===== config.mk =====
export PLATFORM = sky130hd
export DESIGN_NAME = modem_config_tlv_rate_shaper
export DESIGN_NICKNAME = d
export VERILOG_FILES = /design/src/rtl/tlv_cfg_pkg.sv /design/src/rtl/modem_config_tlv_rate_shaper.sv
export SDC_FILE = /design/constraint.sdc
export NUM_CORES = 1
export LEC_CHECK = 0
export ABC_AREA = 1
export BUFFER_PORTS_ARGS = -buffer_cell sky130_fd_sc_hd__buf_2
export CAP_MARGIN = 20
export CORE_ASPECT_RATIO = 0.8
export CORE_MARGIN = 2
export CORE_UTILIZATION = 40
export CTS_CLUSTER_DIAMETER = 40
export CTS_CLUSTER_SIZE = 10
export DETAILED_ROUTE_END_ITERATION = 6
export SLEW_MARGIN = 20
export SYNTH_ARGS = -nofsm -noshare
export SYNTH_HDL_FRONTEND = slang
export SYNTH_SLANG_ARGS = --single-unit

===== constraint.sdc =====
create_clock -name mclk -period 13.7 [get_ports mclk]
set_input_delay 0.685 -clock mclk [delete_from_list [all_inputs] [get_ports mclk]]
set_output_delay 0.685 -clock mclk [all_outputs]
set_load 0.1 [all_outputs]

===== src/rtl/tlv_cfg_pkg.sv =====
// Constants shared by the configuration decoder and its register map
package tlv_cfg_pkg;
    // Clock and shaping window
    localparam int          CLK_HZ         = 25_000_000;
    localparam int          RATE_WINDOW_MS = 1000;
    localparam int          RATE_WINDOW_CYC = CLK_HZ / 1000 * RATE_WINDOW_MS;

    // Top-level setting types and value lengths
    localparam logic [7:0]  T_DS_FREQ     = 8'h01;
    localparam logic [7:0]  T_US_CHAN     = 8'h02;
    localparam logic [7:0]  T_NET_ACCESS  = 8'h03;
    localparam logic [7:0]  T_SVC_CLASS   = 8'h04;
    localparam logic [7:0]  L_DS_FREQ     = 8'h04;
    localparam logic [7:0]  L_US_CHAN     = 8'h01;
    localparam logic [7:0]  L_NET_ACCESS  = 8'h01;

    // Service class sub-types and value lengths
    localparam logic [7:0]  S_CLASS_ID    = 8'h01;
    localparam logic [7:0]  S_DS_RATE     = 8'h02;
    localparam logic [7:0]  S_US_RATE     = 8'h03;
    localparam logic [7:0]  S_PRIORITY    = 8'h04;
    localparam logic [7:0]  S_MIN_RATE    = 8'h05;
    localparam logic [7:0]  S_BURST       = 8'h06;
    localparam logic [7:0]  class_privacy_enable_subtype = 8'h07;
    localparam logic [7:0]  L_ONE         = 8'h01;
    localparam logic [7:0]  L_TWO         = 8'h02;
    localparam logic [7:0]  L_FOUR        = 8'h04;

    // Value ranges
    localparam logic [31:0] FREQ_STEP_HZ  = 32'hf424;
    localparam logic [31:0] CLASS_ID_MIN  = 32'h1;
    localparam logic [31:0] CLASS_ID_MAX  = 32'h10;
    localparam logic [31:0] PRIORITY_MAX  = 32'h7;
    localparam logic [31:0] FLAG_MAX      = 32'h1;

    // Register offsets
    localparam logic [7:0]  R_CTRL        = 8'h00;
    localparam logic [7:0]  R_STATUS      = 8'h04;
    localparam logic [7:0]  R_DS_FREQ     = 8'h08;
    localparam logic [7:0]  R_US_CHAN     = 8'h0c;
    localparam logic [7:0]  R_CLASS       = 8'h10;
    localparam logic [7:0]  R_DS_RATE     = 8'h14;
    localparam logic [7:0]  R_US_RATE     = 8'h18;
    localparam logic [7:0]  R_MIN_RATE    = 8'h1c;
    localparam logic [7:0]  R_BURST       = 8'h20;

    // Field positions and reset values
    localparam int          CTRL_SHAPE    = 0;
    localparam int          ST_ERROR      = 0;
    localparam int          ST_LEGACY     = 1;
    localparam int          ST_UCD_WAIT   = 2;
    localparam int          ST_ACCESS     = 3;
    localparam int          ST_FREQ_SET   = 4;
    localparam logic        CTRL_RESET    = 1'b1;
    localparam logic        ACCESS_RESET  = 1'b1;
endpackage : tlv_cfg_pkg


===== src/rtl/modem_config_tlv_rate_shaper.sv =====
// Configuration setting decoder, access gate and upstream rate shaper
`timescale 1ns/1ns
// Overview of operation
// RQ1: Type 1, four octets, sets downstream frequency
// RQ2: Frequency not multiple of 62500 is invalid
// RQ3: Type 2, one octet, sets upstream channel
// RQ4: Hold upstream until matching channel descriptor arrives
// RQ5: Access 0 blocks CPE traffic, not own
// RQ6: Own management traffic passes with access off
// RQ7: Headend allocates flows ignoring access value
// RQ8: Class setting present selects legacy mode
// RQ9: Sub-types decoded only inside class setting
// RQ10: Class identifier valid only 1 to 16
// RQ11: Headend caps downstream unicast per second
// RQ12: Headend sums downstream rates across identifiers
// RQ13: Upstream bytes limited per one-second window
// RQ14: Over-rate frames are held, not dropped
// RQ15: Headend polices upstream rate and alarms
// RQ16: Sub-type 3 is four-octet upstream rate
// RQ17: Priority valid 0 to 7 only
// RQ18: Burst zero unlimited, else byte cap
// RQ19: Headend guarantees minimum upstream rate
// RQ20: Sub-type 7 one octet privacy enable
// RQ21: Fixed value lengths per class sub-type
// RQ22: Multi-octet values arrive most significant first
// RQ23: Unknown types skipped by their length
// RQ24: Range or length fault sets error flag
module modem_config_tlv_rate_shaper #(
    parameter int WINDOW_CYC = tlv_cfg_pkg::RATE_WINDOW_CYC
) (
    input  wire logic        mclk,
    input  wire logic        reset,
    input  wire logic        cfg_start,
    input  wire logic        cfg_valid,
    input  wire logic [7:0]  cfg_byte,
    input  wire logic        ucd_valid,
    input  wire logic [7:0]  ucd_chan_id,
    input  wire logic        tx_req,
    input  wire logic [15:0] tx_len,
    input  wire logic        tx_from_cpe,
    input  wire logic        tx_mgmt,
    output logic             tx_grant,
    output logic             tx_block,
    output logic [31:0]      ds_freq,
    output logic             ds_freq_set,
    output logic             class_done,
    input  wire logic [7:0]  addr,
    input  wire logic [31:0] wdata,
    input  wire logic        wr,
    input  wire logic        rd,
    output logic [31:0]      rdata
);
    typedef enum logic [1:0] {P_TYPE, P_LEN, P_VAL} parse_e;

    parse_e      state;
    logic        inner;
    logic [7:0]  typ;
    logic [7:0]  len;
    logic [7:0]  rem;
    logic [7:0]  outer;
    logic [23:0] acc;
    logic [7:0]  us_chan;
    logic        network_access_gate;
    logic        legacy;
    logic        ucd_wait;
    logic        cfg_error;
    logic        shape_on;
    logic [7:0]  class_id;
    logic [2:0]  priority_lvl;
    logic        privacy;
    logic [31:0] ds_rate;
    logic [31:0] us_rate;
    logic [31:0] min_rate;
    logic [15:0] burst;
    logic [31:0] win_cnt;
    logic [31:0] used_bytes;

    // Expected value length, zero for the top-level class setting and for a type this block does not decode
    function automatic logic [7:0] exp_len(input logic in_class,
                                           input logic [7:0] t);
        logic [7:0] r;
        r = 8'h00;
        if (in_class) begin
            case (t)
                tlv_cfg_pkg::S_CLASS_ID: r = tlv_cfg_pkg::L_ONE;
                tlv_cfg_pkg::S_DS_RATE:  r = tlv_cfg_pkg::L_FOUR;
                tlv_cfg_pkg::S_US_RATE:  r = tlv_cfg_pkg::L_FOUR;
                tlv_cfg_pkg::S_PRIORITY: r = tlv_cfg_pkg::L_ONE;
                tlv_cfg_pkg::S_MIN_RATE: r = tlv_cfg_pkg::L_FOUR;
                tlv_cfg_pkg::S_BURST:    r = tlv_cfg_pkg::L_TWO;
                tlv_cfg_pkg::class_privacy_enable_subtype:
                                         r = tlv_cfg_pkg::L_ONE;
                default:                 r = 8'h00;
            endcase
        end else begin
            case (t)
                tlv_cfg_pkg::T_DS_FREQ:    r = tlv_cfg_pkg::L_DS_FREQ;
                tlv_cfg_pkg::T_US_CHAN:    r = tlv_cfg_pkg::L_US_CHAN;
                tlv_cfg_pkg::T_NET_ACCESS: r = tlv_cfg_pkg::L_NET_ACCESS;
                default:                   r = 8'h00;
            endcase
        end
        return r;
    endfunction : exp_len

    // Byte decode
    wire         take      = cfg_valid && !cfg_start;
    wire [7:0]   want_len  = exp_len(inner, typ);
    wire         known     = want_len != 8'h00;
    wire         last_val  = take && state == P_VAL && rem == 8'h01;
    wire [31:0]  val_word  = {acc, cfg_byte}; // see RQ22
    wire         commit    = last_val && known && len == want_len;
    wire         open_cls  = take && state == P_LEN && !inner &&
                             typ == tlv_cfg_pkg::T_SVC_CLASS;
    wire         len_bad   = take && state == P_LEN && !open_cls &&
                             want_len != 8'h00 && cfg_byte != want_len;
    wire         cls_end   = take && inner && outer == 8'h01;
    // A sub-setting that spills past its class is a length fault
    wire         cls_trunc = cls_end && !(state == P_VAL && rem == 8'h01) &&
                             !(state == P_LEN && cfg_byte == 8'h00);
    wire [7:0]   next_rem  = rem - 8'h01;
    wire [7:0]   next_outer = outer - 8'h01;

    // Commit targets and range checks
    wire c_freq  = commit && !inner && typ == tlv_cfg_pkg::T_DS_FREQ;
    wire c_chan  = commit && !inner && typ == tlv_cfg_pkg::T_US_CHAN;
    wire c_acc   = commit && !inner && typ == tlv_cfg_pkg::T_NET_ACCESS;
    wire c_cid   = commit && inner && typ == tlv_cfg_pkg::S_CLASS_ID;
    wire c_dsr   = commit && inner && typ == tlv_cfg_pkg::S_DS_RATE;
    wire c_usr   = commit && inner && typ == tlv_cfg_pkg::S_US_RATE;
    wire c_pri   = commit && inner && typ == tlv_cfg_pkg::S_PRIORITY;
    wire c_min   = commit && inner && typ == tlv_cfg_pkg::S_MIN_RATE;
    wire c_bst   = commit && inner && typ == tlv_cfg_pkg::S_BURST;
    wire c_prv   = commit && inner &&
                   typ == tlv_cfg_pkg::class_privacy_enable_subtype;
    // Constant modulus, folds to a fixed divider network
    wire freq_ok = (val_word % tlv_cfg_pkg::FREQ_STEP_HZ) == 32'h0;
    wire cid_ok  = val_word >= tlv_cfg_pkg::CLASS_ID_MIN &&
                   val_word <= tlv_cfg_pkg::CLASS_ID_MAX;
    wire pri_ok  = val_word <= tlv_cfg_pkg::PRIORITY_MAX;
    wire flag_ok = val_word <= tlv_cfg_pkg::FLAG_MAX;
    wire range_bad = (c_freq && !freq_ok) || (c_cid && !cid_ok) ||
                     (c_pri && !pri_ok) ||
                     ((c_acc || c_prv) && !flag_ok);
    wire err_set = len_bad || cls_trunc || range_bad; // see RQ24

    // Register bus decode
    wire wr_ctrl = wr && addr == tlv_cfg_pkg::R_CTRL;
    wire wr_stat = wr && addr == tlv_cfg_pkg::R_STATUS;
    wire err_clr = wr_stat && wdata[tlv_cfg_pkg::ST_ERROR];

    // Parser sequencing
    always_ff @(posedge mclk) begin
        if (reset || (cfg_valid && cfg_start)) begin
            state <= P_TYPE;
            inner <= 1'b0;
            typ   <= 8'h00;
            len   <= 8'h00;
            rem   <= 8'h00;
            outer <= 8'h00;
            acc   <= 24'h0;
        end else if (take) begin
            if (inner) begin
                outer <= next_outer;
            end
            case (state)
                P_TYPE: begin
                    typ   <= cfg_byte;
                    state <= P_LEN;
                end
                P_LEN: begin
                    len <= cfg_byte;
                    rem <= cfg_byte;
                    acc <= 24'h0;
                    if (open_cls) begin
                        // Sub-types are only meaningful in here
                        outer <= cfg_byte; // see RQ9
                        inner <= cfg_byte != 8'h00;
                        state <= P_TYPE;
                    end else begin
                        // Unknown types fall through here and are skipped
                        state <= cfg_byte == 8'h00 ? P_TYPE
                                                   : P_VAL; // see RQ23
                    end
                end
                P_VAL: begin
                    acc <= val_word[23:0]; // see RQ22
                    rem <= next_rem;
                    if (rem == 8'h01) begin
                        state <= P_TYPE;
                    end
                end
                default: state <= P_TYPE;
            endcase
            if (cls_end) begin
                inner <= 1'b0;
                state <= P_TYPE;
            end
        end
    end

    // Decoded top-level settings
    always_ff @(posedge mclk) begin
        if (reset) begin
            ds_freq             <= 32'h0;
            ds_freq_set         <= 1'b0;
            us_chan             <= 8'h00;
            ucd_wait            <= 1'b0;
            network_access_gate <= tlv_cfg_pkg::ACCESS_RESET;
            legacy              <= 1'b0;
        end else begin
            if (c_freq && freq_ok) begin
                ds_freq     <= val_word; // see RQ1, RQ2
                ds_freq_set <= 1'b1;
            end
            if (c_chan) begin
                us_chan  <= val_word[7:0]; // see RQ3
                ucd_wait <= 1'b1;
            end else if (ucd_valid && ucd_chan_id == us_chan) begin
                ucd_wait <= 1'b0; // see RQ4
            end
            if (c_acc && flag_ok) begin
                network_access_gate <= val_word[0];
            end
            if (open_cls) begin
                legacy <= 1'b1; // see RQ8
            end
        end
    end

    // Service class fields
    always_ff @(posedge mclk) begin
        if (reset) begin
            class_id     <= 8'h00;
            ds_rate      <= 32'h0;
            us_rate      <= 32'h0;
            priority_lvl <= 3'h0;
            min_rate     <= 32'h0;
            burst        <= 16'h0;
            privacy      <= 1'b0;
            class_done   <= 1'b0;
        end else begin
            class_done <= cls_end;
            if (c_cid && cid_ok) begin
                class_id <= val_word[7:0]; // see RQ10
            end
            if (c_dsr) begin
                ds_rate <= val_word; // see RQ21
            end
            if (c_usr) begin
                us_rate <= val_word; // see RQ16
            end
            if (c_pri && pri_ok) begin
                priority_lvl <= val_word[2:0]; // see RQ17
            end
            if (c_min) begin
                min_rate <= val_word;
            end
            if (c_bst) begin
                burst <= val_word[15:0]; // see RQ21
            end
            if (c_prv && flag_ok) begin
                privacy <= val_word[0]; // see RQ20
            end
        end
    end

    // Access gate: own traffic and management always pass
    assign tx_block = tx_req && tx_from_cpe && !tx_mgmt &&
                      !network_access_gate; // see RQ5, RQ6

    // Shaper: a frame waits, never drops, until it fits the window budget
    wire [31:0] byte_cap  = {3'b000, us_rate[31:3]};
    wire [31:0] want_used = used_bytes + {16'h0, tx_len};
    wire        rate_ok   = us_rate == 32'h0 || want_used <= byte_cap;
    wire        burst_ok  = burst == 16'h0 || tx_len <= burst; // see RQ18
    wire        win_end   = win_cnt == WINDOW_CYC - 1;
    assign tx_grant = tx_req && !tx_block && !ucd_wait && burst_ok &&
                      (!shape_on || rate_ok); // see RQ4, RQ13, RQ14

    always_ff @(posedge mclk) begin
        if (reset || win_end) begin
            win_cnt    <= 32'h0;
            used_bytes <= 32'h0; // see RQ13
        end else begin
            win_cnt <= win_cnt + 32'h1;
            if (tx_grant) begin
                used_bytes <= want_used;
            end
        end
    end

    // Control and sticky error; a fault in the clear cycle still sets
    always_ff @(posedge mclk) begin
        if (reset) begin
            shape_on  <= tlv_cfg_pkg::CTRL_RESET;
            cfg_error <= 1'b0;
        end else begin
            if (wr_ctrl) begin
                shape_on <= wdata[tlv_cfg_pkg::CTRL_SHAPE];
            end
            cfg_error <= (cfg_error && !err_clr) || err_set; // see RQ24
        end
    end

    // Register read
    logic [31:0] rd_mux;
    always_comb begin
        rd_mux = 32'h0;
        case (addr)
            tlv_cfg_pkg::R_CTRL:
                rd_mux[tlv_cfg_pkg::CTRL_SHAPE] = shape_on;
            tlv_cfg_pkg::R_STATUS: begin
                rd_mux[tlv_cfg_pkg::ST_ERROR]    = cfg_error;
                rd_mux[tlv_cfg_pkg::ST_LEGACY]   = legacy;
                rd_mux[tlv_cfg_pkg::ST_UCD_WAIT] = ucd_wait;
                rd_mux[tlv_cfg_pkg::ST_ACCESS]   = network_access_gate;
                rd_mux[tlv_cfg_pkg::ST_FREQ_SET] = ds_freq_set;
            end
            tlv_cfg_pkg::R_DS_FREQ:  rd_mux = ds_freq;
            tlv_cfg_pkg::R_US_CHAN:  rd_mux = {24'h0, us_chan};
            tlv_cfg_pkg::R_CLASS:
                rd_mux = {20'h0, privacy, priority_lvl, class_id};
            tlv_cfg_pkg::R_DS_RATE:  rd_mux = ds_rate;
            tlv_cfg_pkg::R_US_RATE:  rd_mux = us_rate;
            tlv_cfg_pkg::R_MIN_RATE: rd_mux = min_rate;
            tlv_cfg_pkg::R_BURST:    rd_mux = {16'h0, burst};
            default:                 rd_mux = 32'h0;
        endcase
    end

    always_ff @(posedge mclk) begin
        if (reset) begin
            rdata <= 32'h0;
        end else begin
            rdata <= rd ? rd_mux : 32'h0;
        end
    end
endmodule : modem_config_tlv_rate_shaper


==> results of run 1 <==
==> synthesized netlist by cell type, types with 11 or more instances <==
master	number
nand2_1	811
inv_1	502
nor2_1	425
dfxtp_1	326
nand2_2	254
nand3_1	247
a21oi_1	239
o21ai_0	207
nand2_4	147
nand4_1	136
a211oi_1	102
xor2_1	99
clkbuf_1	85
ha_1	70
inv_2	54
nor3_1	36
nand3_2	35
nor2_4	30
nor2_2	29
nor4_1	29
xnor2_1	24
a221oi_1	21
o22ai_1	17
buf_6	15
o211ai_1	14
clkinv_1	13
nand3_4	13
o21ai_2	13
buf_12	12
clkbuf_8	11
==> area by class of cell <==
class / instances / area (um^2) / area share (%)
repair buffers: 953 / 7570 / 19.1
clock buffers: 57 / 1250 / 3.16
clock inverters: 14 / 144 / 0.363
diodes: 3 / 7.51 / 0.0189
multi-input cells: 3137 / 20600 / 52.0
inverters: 591 / 2350 / 5.94
flip-flops and latches: 326 / 6540 / 16.5
well taps: 924 / 1160 / 2.91
==> sequential cells by signal, summed over array words and instances (netlist names), 2 cells and up <==
register      count
used_bytes       32
acc              24
outer             8
rem               8
priority_lvl      3
burst            16
state             2
class_id          8
len               8
win_cnt          32
min_rate         32
ds_freq          32
rdata            32
ds_rate          32
us_rate          32
typ               8
us_chan           8
==> per-stage QoR <==
step           hold WS (ns)  std cells  instance area, um^2
2_1_floorplan         0.425       4178                28400
3_3_place_gp          0.437       5731                34100
3_5_place_dp          0.446       5731                34100
4_1_cts               0.394       5942                38100
5_1_grt               0.431       6002                39700
6_report              0.402       6005                39700
==> cells in the final DEF (no fill, tap or decap), types with 47 or more instances in the layout <==
| master | synthesis | layout |
|---|---|---|
| nand2_1 | 811 | 659 |
| nor2_4 | 30 | 70 |
| a211oi_1 | 102 | 102 |
| dfxtp_1 | 326 | 315 |
| nor2_2 | 29 | 48 |
| nand2_2 | 254 | 303 |
| nand3_1 | 247 | 169 |
| clkbuf_16 | 0 | 47 |
| inv_1 | 502 | 465 |
| nor2_1 | 425 | 366 |
| xor2_1 | 99 | 93 |
| o21ai_0 | 207 | 196 |
| nand3_2 | 35 | 89 |
| buf_6 | 15 | 86 |
| nand2_4 | 147 | 238 |
| ha_1 | 70 | 70 |
| a21oi_1 | 239 | 230 |
| inv_2 | 54 | 81 |
| buf_2 | 1 | 118 |
| buf_4 | 3 | 719 |
| nand4_1 | 136 | 136 |
==> final timing paths <==
| check | from | end | slack, ns |
|---|---|---|---|
| setup reg to reg | acc[17] | ds_freq[2] | -1.13 |
| hold reg to reg | class_id[5] | class_id[5] | 0.45 |
| hold / removal | wdata[0] | shape_on | 0.40 |
| setup / recovery | acc[17] | ds_freq[2] | -1.13 |
==> what timing repair did <==
item | in CTS | in global routing
endpoints found under the setup margin | 34 | 34
buffers inserted | 115 | 65
gates cloned | 25 | 0
hold buffers | 0 | 0
pin swaps | 122 | 165
resized for setup | 335 | 284
==> worst register-to-register path: cells and delay by family, from the launching register on <==
kind                      cells  cell delay, ns
AOI/OAI and AO/OA            10            1.16
xor gates and xnor gates      1            0.15
buffers and inverters        29            3.69
DFF                           1            0.32
and+or+nand+nor              97            9.43
==> per-layer routing <==
metal	part of all wire [%]	GRT usage, %
met5	0.014	0
met4	2.4	6.23
met3	6.9	3.78
met2	42	39.0
met1	49	37.9
==> logic make-up after synthesis <==
logic type / count (synthesis) / share of synthesized area (%)
and+or+nand+nor: 2246 / 43.1
adders and majority gates: 71 / 3.20
buffers and inverters: 731 / 11.9
xor gates and xnor gates: 124 / 3.91
AOI/OAI and AO/OA: 680 / 14.6
DFF: 326 / 23.3
==> impl_results.md, run 1 <==
* Outcome: finished, violations left
* Violated checks: negative setup slack
* DRC violations left at 0
* CP max-delay cell: dfxtp_2
* Minimum clock period at 14.83 ns
* Ports at 150
* All-layer global routing usage at 25.7%
* CTS clk-pin slew, worst paths at 0.06 ns
* Clock Tree Root: clkbuf_16
* Global route overflow at 0
* Net count, final at 5,207
* Number of CTS-inserted buffers at 45
* Highest clock rate at 67.4 MHz
* Utilization after layout at 57.4%
* Post-synthesis cell area at 28,000 um^2
* Drt first pass iters at 6
* Clock tree sinks at 326
* Layout cells sized above 1 at 40.3%
* Worst EP arrival at 15.33 ns
* Register area share after synthesis at 23.3%
* Setup TNS at -37.50 ns
* Worst Setup Start Kind: flip-flop
* Synth area leader: dfxtp_1
* Slew HR at 29.0%
* First-pass GRT wire length at 152,000 um
* CTS tree: done
* Min-Delay Path Class: input port to flip-flop
* Die Width at 300 um
* Unrepaired setup endpoints after global routing: true
* Setup CP Type: flip-flop to flip-flop
* First DRT Iteration DRCs at 2,426
* Critical path buffer and inverter count at 29
* Synth top area share at 23.3%
* Crit-path max FO at 8
* Pin count of the biggest net entering global routing at 77
* Slowest stage delay, CP at 0.32 ns
* DRT Wirelength at 95,700 um
* Vias/cell at 5.12
* Dpl hpwl at 68,200 um
* CP dominant cell by count: nand2_4
* Syn_nets at 4,331
* Layout area overhead at 41.8%
* Final RePlAce weighted congestion at 0.897
* CTS H-tree depth at 2
* Worst slack at placement at -1.24 ns
* CP top delay family: simple AND/OR/NAND/NOR gates
* Final Cycle Share at 108%
* Distinct cell type count after synthesis at 79
* Top cells by area, synth: dfxtp_1 23%, nand2_1 11%, inv_1 6.7%
* Vias at 30,700
* WL/cell at 15.9 um
* Reg2Reg Depth at 137
* Rows at 86
* Clock Skew at 0.0140 ns
* Crit path depth at 137
* Maximum buffer depth of the clock tree at 3
* IO buf count at 118
* Max-slew violations at 0
* Clock latency at the later pin of the worst-skew pair at 0.56 ns
* Core area at 69,100 um^2
* EDFF count, synth at 0
* Avg Inst Size Synth at 6.70 um^2
* Register bit count reported by yosys at 326
* Post-Syn Instances at 4,178
* Vias in the first global route at 28,400
* Full die area at 72,100 um^2
* Main synth FF type: dfxtp_1
* Critical path required time at 14.19 ns
* Routed Antenna Nets at 0
* # setup viols final at 34
* MaxCap Viol Count at 0
* Fraction of registers with async set/reset at 0%
* Final Hold Viols at 0
* CP endpoint kind: flip-flop
* Initial antenna violation count at 3
* Worst setup margin at -1.13 ns
* Worst-margin pin slew at 1.06 ns
* Hold Crit Depth at 3
* Fill count at 6,352
* Starting Density at 40.5%
* Die H at 241 um
* YS warnings at 0
Power of run 1 is left out: the tool's default activity adds up to more than one toggle a clock period on the data nets, which glitch-free logic cannot reach.
==> run 2, diff against run 1 <==
SLEW_MARGIN = 10   (was 20)
clock period = 14.83 ns   (was 13.7 ns; I/O delays follow)
==> run 2 against run 1 <==
  * Highest routed layer unchanged
  * Critical path depth did not move
  * Wire length fell by 4.5%
  * Sequential cell count did not move
  * Clock skew rose by 0.0054 ns
  * The run still ends with negative setup slack left
  * Maximum frequency fell by 1.9%
  * Final cell count fell by 1.5%
==> impl_results.md, run 2 (synthesis gave the netlist of run 1 again) <==
* # setup viols final at 34 (unchanged)
* Critical path required time at 15.32 ns (+1.13 ns)
* Clock tree sinks at 326 (unchanged)
* CTS H-tree depth at 2 (unchanged)
* MaxCap Viol Count at 0 (unchanged)
* Outcome: finished, violations left
* First-pass GRT wire length at 139,000 um (-8.5%)
* IO buf count at 118 (unchanged)
* Footprint of the multi-input gates at 20,200 um^2 (-2.2%)
* Max-slew violations at 0 (unchanged)
* CP endpoint kind: flip-flop
* Final RePlAce weighted congestion at 0.895 (-0.27%)
* Crit-path max FO at 8 (unchanged)
* Placed cell area at 33,600 um^2 (-1.3%)
* Worst setup margin at -0.285 ns (+0.847 ns)
* Slew HR at 24.7% (-4.3 points)
* Grt met2 use at 35.7% (-3.3 points)
* Core area at 69,100 um^2 (unchanged)
* Finished Cell Area at 38,500 um^2 (-3.0%)
* Worst-margin pin slew at 1.13 ns (+0.0639 ns)
* Layout area overhead at 37.5%
* Full die area at 72,100 um^2 (unchanged)
* First DRT Iteration DRCs at 2,074 (-15%)
* Hold Crit Depth at 2 (-1)
* Net count, final at 5,118 (-1.7%)
* Most common cell after layout, fill and taps aside: nand2_1
* Clock Tree Root: clkbuf_16
* Commonest non-fill, non-tap cells in the layout: 683 x nand2_1, 662 x buf_4, 463 x inv_1
* Worst hold slack at 0.452 ns (+0.0497 ns)
* Initial antenna violation count at 4 (+1)
* Dpl hpwl at 65,800 um (-3.5%)
* Slowest stage delay, CP at 0.36 ns (+0.04 ns)
* CTS tree: done
* Clock Skew at 0.0194 ns (+0.00540 ns)
* Routed Antenna Nets at 0 (unchanged)
* All-layer global routing usage at 23.4% (-2.3 points)
* Starting Density at 40.5% (unchanged)
* Highest clock rate at 66.2 MHz (-1.9%)
* Final Hold Viols at 0 (unchanged)
* WL/cell at 15.4 um (-3.1%)
* Die Width at 300 um (unchanged)
* Global route overflow at 0 (unchanged)
* Worst Setup Start Kind: flip-flop
* CP top delay family: simple AND/OR/NAND/NOR gates
* Critical path buffer and inverter count at 27 (-6.9%)
* Maximum buffer depth of the clock tree at 3 (unchanged)
* Setup CP Type: flip-flop to flip-flop
* Drt first pass iters at 6 (unchanged)
* Unrepaired setup endpoints after global routing: true
* Worst EP arrival at 15.60 ns (+0.27 ns)
* Ports at 150 (unchanged)
* Min-Delay Path Class: flip-flop to flip-flop
* DRT Wirelength at 91,400 um (-4.5%)
* CTS clk-pin slew, worst paths at 0.06 ns (about the same)
* CP max-delay cell: dfxtp_1
* DRC violations left at 0 (unchanged)
* Utilization after layout at 55.7% (-1.7 points)
* Met3 Use GR at 2.45% (-1.3 points)
* Hold_buf cts at 0 (unchanged)
* Violated checks: negative setup slack
* Crit path depth at 137 (unchanged)
* Pin count of the biggest net entering global routing at 65 (-16%)
* Vias/cell at 5.07 (-0.83%)
* Vias at 30,000 (-2.3%)
* Number of CTS-inserted buffers at 46 (+2.2%)
* Die H at 241 um (unchanged)
* Minimum clock period at 15.12 ns (+0.283 ns)
* Layout cells sized above 1 at 38.2% (-2.1 points)
* Clock latency at the later pin of the worst-skew pair at 0.55 ns (about the same)
* Final Cycle Share at 102% (-6.3 points)
* Reg2Reg Depth at 137 (unchanged)
* Rows at 86 (unchanged)
* Vias in the first global route at 26,800 (-5.8%)
* Non-filler cells, final at 5,916 (-1.5%)
* Met1 GRT Util at 34.9% (-3.1 points)
* Gr busiest metal: met2
* Register Area at 6540 um^2 (unchanged)
* Placed Instances at 5,719 (-0.21%)
* Fill count at 6,561 (+3.3%)
* CP dominant cell by count: nand2_4
==> run 2: area by class of cell <==
| class | instances | area share [%] |
|---|---|---|
| inverter | 591 | 6.02 |
| sequential | 326 | 17.0 |
| clock inverter | 16 | 0.533 |
| multi-input combinational | 3133 | 52.5 |
| antenna | 1 | 0.00651 |
| tap | 924 | 3.01 |
| timing repair buffer | 867 | 17.7 |
| clock buffer | 58 | 3.28 |
==> run 2: path summary, 6_finish.rpt <==
| path | from | end | slack [ns] |
|---|---|---|---|
| worst max-delay path | acc[22] | ds_freq[9] | -0.29 |
| worst max register to register | acc[22] | ds_freq[9] | -0.29 |
| worst min-delay path | class_id[5] | class_id[5] | 0.45 |
| worst min register to register | class_id[5] | class_id[5] | 0.45 |
==> run 2: tightest hold or removal path, cell delays in order (launching register included) <==
cell and delay, ns:
dfxtp_1 0.31, nand2_1 0.06, nor2_1 0.04
==> run 2: what timing repair did <==
action / CTS / global route
setup buffers: 9 / 94
pin swaps: 17 / 219
resized for setup: 47 / 527
gates cloned: 7 / 12
endpoints found under the setup margin: 34 / 34
==> run 2: metrics by stage <==
step,TNS (ns),worst slack (ns)
detailed placement,-16.48,-0.519
global placement,-8.08,-0.265
finish,-7.78,-0.285
floorplan,0,0.382
CTS,-8.36,-0.273
global route,-41.07,-1.25
==> run 2: routing by layer <==
layer  share of wire (%)  up-vias  wire length, um
li1                    -    15300                -
met1                  49    13900            44800
met2                  43      744            39200
met3                 5.5      140             5010
met4                 2.5        2             2290
met5               0.014        -               13
Power of run 2 is left out for the same reason.
